`src/design/ext_port_pkg.sv`:
```
// Constants for the external memory port pin control
package ext_port_pkg;
   localparam int ADDR_W = 18;
   localparam int DATA_W = 24;
   localparam logic [17:0] ADDR_RST = 18'h00000;
   localparam logic [23:0] DATA_RST = 24'h000000;
   localparam int STROBE_W = 4;
   typedef enum logic [1:0] {
      ST_IDLE = 2'b00,
      ST_READ = 2'b01,
      ST_WRITE = 2'b10,
      ST_OFF = 2'b11
   } port_state_t;
endpackage

```
`src/design/sync2.sv`:
```
// Two-flop synchroniser for pin inputs
`timescale 1ns/100ps
`default_nettype none
module sync2 #(
   parameter int W = 1
) (
   input wire logic ref_clk,
   input wire logic rst_n,
   input wire logic [W-1:0] din,
   output logic [W-1:0] dout
);
   logic [W-1:0] meta_reg;
   always_ff @(posedge ref_clk) begin
      if (!rst_n) begin
         meta_reg <= '0;
         dout <= '0;
      end else begin
         meta_reg <= din;
         dout <= meta_reg;
      end
   end
endmodule
`default_nettype wire

```
`src/design/ext_mem_port_pin_control.sv`:
```
// External memory port pin drive control
`timescale 1ns/100ps
`default_nettype none
module ext_mem_port_pin_control
   import ext_port_pkg::*;
#(
   parameter int AW = ADDR_W,
   parameter int DW = DATA_W
) (
   input wire logic ref_clk,
   input wire logic rst_n,
   input wire logic bus_master,
   input wire logic standby,
   input wire logic acc_req,
   input wire logic acc_write,
   input wire logic [AW-1:0] acc_addr,
   input wire logic [DW-1:0] acc_wdata,
   input wire logic [STROBE_W-1:0] acc_attr,
   output logic [DW-1:0] rd_data,
   output logic rd_valid,
   output logic [AW-1:0] addr_o,
   output logic addr_oe,
   input wire logic [DW-1:0] data_i,
   output logic [DW-1:0] data_o,
   output logic data_oe,
   output logic [DW-1:0] data_keep,
   output logic keep_en,
   output logic [STROBE_W-1:0] attr_row_strobe_o,
   output logic read_n_o,
   output logic write_n_o,
   output logic bus_busy_line_o,
   output logic col_strobe_n_o,
   output logic ctl_oe
);
   // ----------------------------------------
   // Pin input synchroniser
   // ----------------------------------------
   logic [DW-1:0] data_sync;
   sync2 #(.W(DW)) u_sync (
      .ref_clk(ref_clk),
      .rst_n(rst_n),
      .din(data_i),
      .dout(data_sync)
   );

   // ----------------------------------------
   // Mastership and access state
   // ----------------------------------------
   port_state_t state_reg;
   logic own;
   assign own = bus_master && !standby;

   always_ff @(posedge ref_clk) begin
      if (!rst_n) begin
         state_reg <= ST_OFF;
      end else if (!own) begin
         state_reg <= ST_OFF;
      end else if (acc_req) begin
         state_reg <= acc_write ? ST_WRITE : ST_READ;
      end else begin
         state_reg <= ST_IDLE;
      end
   end

   // ----------------------------------------
   // Address lines
   // ----------------------------------------
   always_ff @(posedge ref_clk) begin
      if (!rst_n) begin
         addr_o <= ADDR_RST;
         addr_oe <= 1'b0;
      end else begin
         addr_oe <= own;
         // Holding the value avoids needless toggling
         if (own && acc_req) begin
            addr_o <= acc_addr;
         end
      end
   end

   // ----------------------------------------
   // Control strobes
   // ----------------------------------------
   always_ff @(posedge ref_clk) begin
      if (!rst_n) begin
         ctl_oe <= 1'b0;
         read_n_o <= 1'b1;
         write_n_o <= 1'b1;
         bus_busy_line_o <= 1'b1;
         col_strobe_n_o <= 1'b1;
         attr_row_strobe_o <= '0;
      end else begin
         ctl_oe <= own;
         read_n_o <= !(own && acc_req && !acc_write);
         write_n_o <= !(own && acc_req && acc_write);
         bus_busy_line_o <= !own;
         col_strobe_n_o <= 1'b1;
         attr_row_strobe_o <= (own && acc_req) ? acc_attr : '0;
      end
   end

   // ----------------------------------------
   // Data lines and keeper
   // ----------------------------------------
   always_ff @(posedge ref_clk) begin
      if (!rst_n) begin
         data_o <= DATA_RST;
         data_oe <= 1'b0;
      end else begin
         data_oe <= own && acc_req && acc_write;
         if (own && acc_req && acc_write) begin
            data_o <= acc_wdata;
         end
      end
   end

   // Keeper only follows lines that were last driven by us
   always_ff @(posedge ref_clk) begin
      if (!rst_n) begin
         keep_en <= 1'b0;
         data_keep <= DATA_RST;
      end else if (data_oe) begin
         keep_en <= 1'b1;
         data_keep <= data_o;
      end else if (state_reg == ST_READ) begin
         keep_en <= 1'b0;
      end
   end

   // ----------------------------------------
   // Read capture
   // ----------------------------------------
   // Pins reach data_sync two edges late, so capture waits out the synchroniser
   logic [1:0] rd_pipe_reg;
   always_ff @(posedge ref_clk) begin
      if (!rst_n) begin
         rd_pipe_reg <= 2'h0;
      end else begin
         rd_pipe_reg <= {rd_pipe_reg[0], (state_reg == ST_READ) && own};
      end
   end

   // Reset data ignored; capture samples the pins only in the read strobe cycle, so memory need not hold read data after it
   always_ff @(posedge ref_clk) begin
      if (!rst_n) begin
         rd_data <= DATA_RST;
         rd_valid <= 1'b0;
      end else begin
         rd_valid <= rd_pipe_reg[1] && own;
         if (rd_pipe_reg[1] && own) begin
            rd_data <= data_sync;
         end
      end
   end
endmodule
`default_nettype wire

```
`config.mk`:
```
export PLATFORM = sky130hd
export DESIGN_NAME = ext_mem_port_pin_control
export DESIGN_NICKNAME = d
export VERILOG_FILES = /design/src/design/ext_port_pkg.sv /design/src/design/sync2.sv /design/src/design/ext_mem_port_pin_control.sv
export SDC_FILE = /design/constraint.sdc
export NUM_CORES = 1
export LEC_CHECK = 0
export BUFFER_PORTS_ARGS = -buffer_cell sky130_fd_sc_hd__buf_2
export CAP_MARGIN = 20
export CORE_ASPECT_RATIO = 1.1
export CORE_MARGIN = 2
export CORE_UTILIZATION = 49
export DETAILED_ROUTE_END_ITERATION = 8
export GPL_ROUTABILITY_DRIVEN = 0
export GPL_TIMING_DRIVEN = 0
export PLACE_DENSITY = 0.79
export SLEW_MARGIN = 20
export SYNTH_ARGS = -nofsm -noshare
export SYNTH_HDL_FRONTEND = slang
export SYNTH_HIERARCHICAL = 1
export SYNTH_SLANG_ARGS = --single-unit
```
`constraint.sdc`:
```
create_clock -name ref_clk -period 1.45 [get_ports ref_clk]
set_input_delay 0.145 -clock ref_clk [delete_from_list [all_inputs] [get_ports ref_clk]]
set_output_delay 0.145 -clock ref_clk [all_outputs]
set_load 0.005 [all_outputs]
```
==> results.sh <==
export IMPL_outcome="completed"
export IMPL_sequential_group_share_of_total_power_pct=46.3
export IMPL_slew_limit_headroom_pct=65.6
export IMPL_post_route_cells_drive_above_1_share_pct=33.0
export IMPL_p_sw_share_pct=21.5
export IMPL_clkLatencyLatePin_ns=0.52
export IMPL_worstSetupEndpointType="register"
export IMPL_die_area_sq_um=10900
export IMPL_cts_buffers=17
export IMPL_r2r_setup_slack_ns=0.10
export IMPL_netlist_cell_type_count=30
export IMPL_total_of_max_cap_violations=0
export IMPL_post_dp_hpwl_um=8140
export IMPL_htree_levels=4
export IMPL_chipHeight_um=109
export IMPL_antenna_violations_before_repair=0
export IMPL_globalRouteOverflowTotal=0
export IMPL_clockBufferDepth=2
export IMPL_detail_route_wl_per_cell_um=15.4
export IMPL_drt_first_iter_violations=209
export IMPL_critical_path_startpoint="acc_req"
export IMPL_finalHoldViolCount=0
export IMPL_totalNegativeSetupSlack_ns=0
export IMPL_cp_start_kind="primary input"
export IMPL_final_hold_worst_slack_ns=0.0629
export IMPL_cts_tree="done"
export IMPL_yosysWarningCount=6
export IMPL_synth_area_per_cell_sq_um=10.7
export IMPL_class_of_the_tightest_hold_or_removal_check="in2reg"
export IMPL_route_vias_total=4415
export IMPL_post_cts_repair_setup_buffers=0
export IMPL_timing_worst_slew_pin_value_ns=0.512
export IMPL_internal_dissipation_w=0.00737
export IMPL_max_fclk_mhz=711
export IMPL_worst_endpoint_arrival_ns=1.81
export IMPL_placeableCoreArea_sq_um=9840
export IMPL_grtUsageTotal_pct=25.1
export IMPL_ir_drop_mv=0.724
export IMPL_synth_cells=459
export IMPL_min_period_over_period_pct=97.0
export IMPL_detail_route_vias_per_cell=4.98
export IMPL_finalWirelength_um=13600
export IMPL_drt_pass1_iterations=5
export IMPL_setup_viol_count_final=0
export IMPL_drc_errors=0
export IMPL_seq_area_frac_synth_pct=62.1
export IMPL_crit_path_end="data_o[12]$_SDFFE_PN0P_"
export IMPL_number_of_global_route_vias_before_repair=4389
export IMPL_design_portCount=179
export IMPL_clockPowerShare_pct=47.0
export IMPL_tritoncts_num_sinks=153
export IMPL_final_common_cell="sky130_fd_sc_hd__buf_2"
export IMPL_clock_root_buffer="sky130_fd_sc_hd__clkbuf_8"
export IMPL_grt_max_degree=17
export IMPL_rsz0062_at_grt="no"
export IMPL_final_setup_skew_ns=0.00966
export IMPL_grt_pass1_wl_um=21000
export IMPL_postRouteAntennaNets=0
export IMPL_layout_min_cycle_time_ns=1.41
export IMPL_area_growth_pct=53.5
export IMPL_synth_fp_nets=535
export IMPL_r2r_end="data_keep[6]$_SDFFE_PN0P_"
export IMPL_crit_reg2reg_launch="data_oe$_SDFF_PN0_"
export IMPL_cellLeakagePower_nw=3.47
export IMPL_power_per_cell_area_nw_per_um2=1240
export IMPL_nets=830
export IMPL_floorplan_initialDensity_pct=50.1
export IMPL_final_cell_mix="sky130_fd_sc_hd__buf_2, sky130_fd_sc_hd__dfxtp_1, sky130_fd_sc_hd__dlygate4sd3_1"
export IMPL_synthesis_area_sq_um=4930
export IMPL_worst_setup_path_type="in2reg"
export IMPL_diodes=0
export IMPL_die_w_um=99.6
export IMPL_std_cell_rows=38
export IMPL_share_comb_of_total_power_pct=6.7
export IMPL_reg2regPathDepth=4
export IMPL_postLayoutSetupSlackWorst_ns=0.0440
export IMPL_synth_seq_cells=153
export IMPL_dpl_worst_slack_ns=0.128
export IMPL_filler_cell_count=601
export IMPL_cts_reportedPaths_clkPinSlew_ns=0.06
export IMPL_final_max_slew_viol_count=0
export IMPL_worst_path_max_fanout=10
export IMPL_total_switching_power_w=0.00201
export IMPL_crit_required_ns=1.85
export IMPL_io_buffers=176
-- per-stage QoR --
step | util, % | instances | cell area [sq um] | total power (W)
3_5_place_dp | 60.6 | 755 | 5960 | 0.00483
2_1_floorplan | - | 459 | 4930 | 0.00463
5_1_grt | 76.9 | 887 | 7570 | 0.00967
6_report | 76.9 | 887 | 7570 | 0.00938
3_3_place_gp | 60.6 | 755 | 5960 | 0.00481
4_1_cts | 76.8 | 887 | 7560 | 0.00940
-- cells by family after synthesis --
family                 synth area share [%]
AO/OA/AOI/OAI                          8.91
other                                0.0760
AND/OR/NAND/NOR                        19.8
flip-flops                             62.1
multiplexers                           4.87
buffers and inverters                  4.26
-- final cells by class --
cell class | instances | area [sq um] | share of cell area, %
Timing Repair Buffer | 276 | 1880 | 24.9
Multi-Input combinational cell | 267 | 1660 | 21.9
Inverter | 4 | 15.0 | 0.198
Clock buffer | 19 | 432 | 5.70
Buffer | 35 | 203 | 2.68
Clock inverter | 13 | 165 | 2.18
Tap cell | 120 | 150 | 1.98
Sequential cell | 153 | 3060 | 40.5
-- Yosys cell counts --
library cell	instances	area [sq um]
sky130_fd_sc_hd__and2_1	29	181
sky130_fd_sc_hd__dfxtp_1	153	3060
sky130_fd_sc_hd__and2_2	21	158
sky130_fd_sc_hd__nand3b_1	1	7.51
sky130_fd_sc_hd__nor2b_1	25	156
sky130_fd_sc_hd__inv_1	2	7.51
sky130_fd_sc_hd__nor3b_4	1	18.8
sky130_fd_sc_hd__o21ai_0	43	215
sky130_fd_sc_hd__clkbuf_1	12	45.0
sky130_fd_sc_hd__and3_1	4	25.0
sky130_fd_sc_hd__nand2_1	43	161
sky130_fd_sc_hd__or3_1	1	6.26
sky130_fd_sc_hd__mux2i_1	24	240
sky130_fd_sc_hd__a21oi_1	1	5.00
sky130_fd_sc_hd__nor3_1	1	5.00
sky130_fd_sc_hd__conb_1	1	3.75
sky130_fd_sc_hd__o31a_1	1	8.76
sky130_fd_sc_hd__nand2_2	1	6.26
sky130_fd_sc_hd__inv_2	2	7.51
sky130_fd_sc_hd__buf_1	3	11.3
sky130_fd_sc_hd__nand3_1	42	210
sky130_fd_sc_hd__a22o_1	24	210
sky130_fd_sc_hd__buf_4	3	22.5
sky130_fd_sc_hd__nand2b_1	1	6.26
sky130_fd_sc_hd__clkbuf_2	2	10.0
sky130_fd_sc_hd__buf_2	10	50.1
sky130_fd_sc_hd__nor2_1	1	3.75
sky130_fd_sc_hd__nor2_8	1	20.0
sky130_fd_sc_hd__buf_6	5	56.3
sky130_fd_sc_hd__and3b_1	1	8.76
-- layer usage --
layer,wire [um],track usage (%),part of all wire (%),up-vias
met5,0,0,0,-
met4,471,12.3,3.5,0
met3,685,6.54,5.0,41
met2,7060,45.6,52,192
met1,5410,27.1,40,2062
li1,-,-,-,2120
-- worst min-delay path by stage --
stage | startpoint | endpoint | slack (ns) | cells past startpoint
floorplan | standby | ctl_oe$_SDFF_PN0_ | 0.23 | 1
global placement | data_i[4] | u_sync/meta_reg[4]$_SDFF_PN0_ | 0.35 | 2
detailed placement | data_i[14] | u_sync/meta_reg[14]$_SDFF_PN0_ | 0.35 | 2
CTS | bus_master | bus_busy_line_o$_SDFF_PN1_ | 0.04 | 4
global route | bus_master | bus_busy_line_o$_SDFF_PN1_ | 0.06 | 4
finish | bus_master | bus_busy_line_o$_SDFF_PN1_ | 0.06 | 4
-- worst max-delay path: stages --
cell and delay (ns):
sky130_fd_sc_hd__dlygate4sd3_1 0.55, sky130_fd_sc_hd__buf_2 0.15, sky130_fd_sc_hd__nand2_2 0.11, sky130_fd_sc_hd__o31a_1 0.36
sky130_fd_sc_hd__buf_2 0.23, sky130_fd_sc_hd__a22o_1 0.26
-- power groups by stage --
stage	Clock, W	Sequential [W]	Combinational [W]
finish	0.00441	0.00435	0.000624
global placement	0	0.00443	0.000381
detailed placement	0	0.00444	0.000393
floorplan	0	0.00443	0.000199
global route	0.00464	0.00435	0.000674
CTS	0.00446	0.00434	0.000603
-- what timing repair did --
item                                    4_1_cts  5_1_grt
gates resized for setup                       0        4
endpoints found under the setup margin        0        7
hold buffers                                100        0
hold endpoints to repair                     85        0
Note: power is estimated with default switching activity, not from simulation.
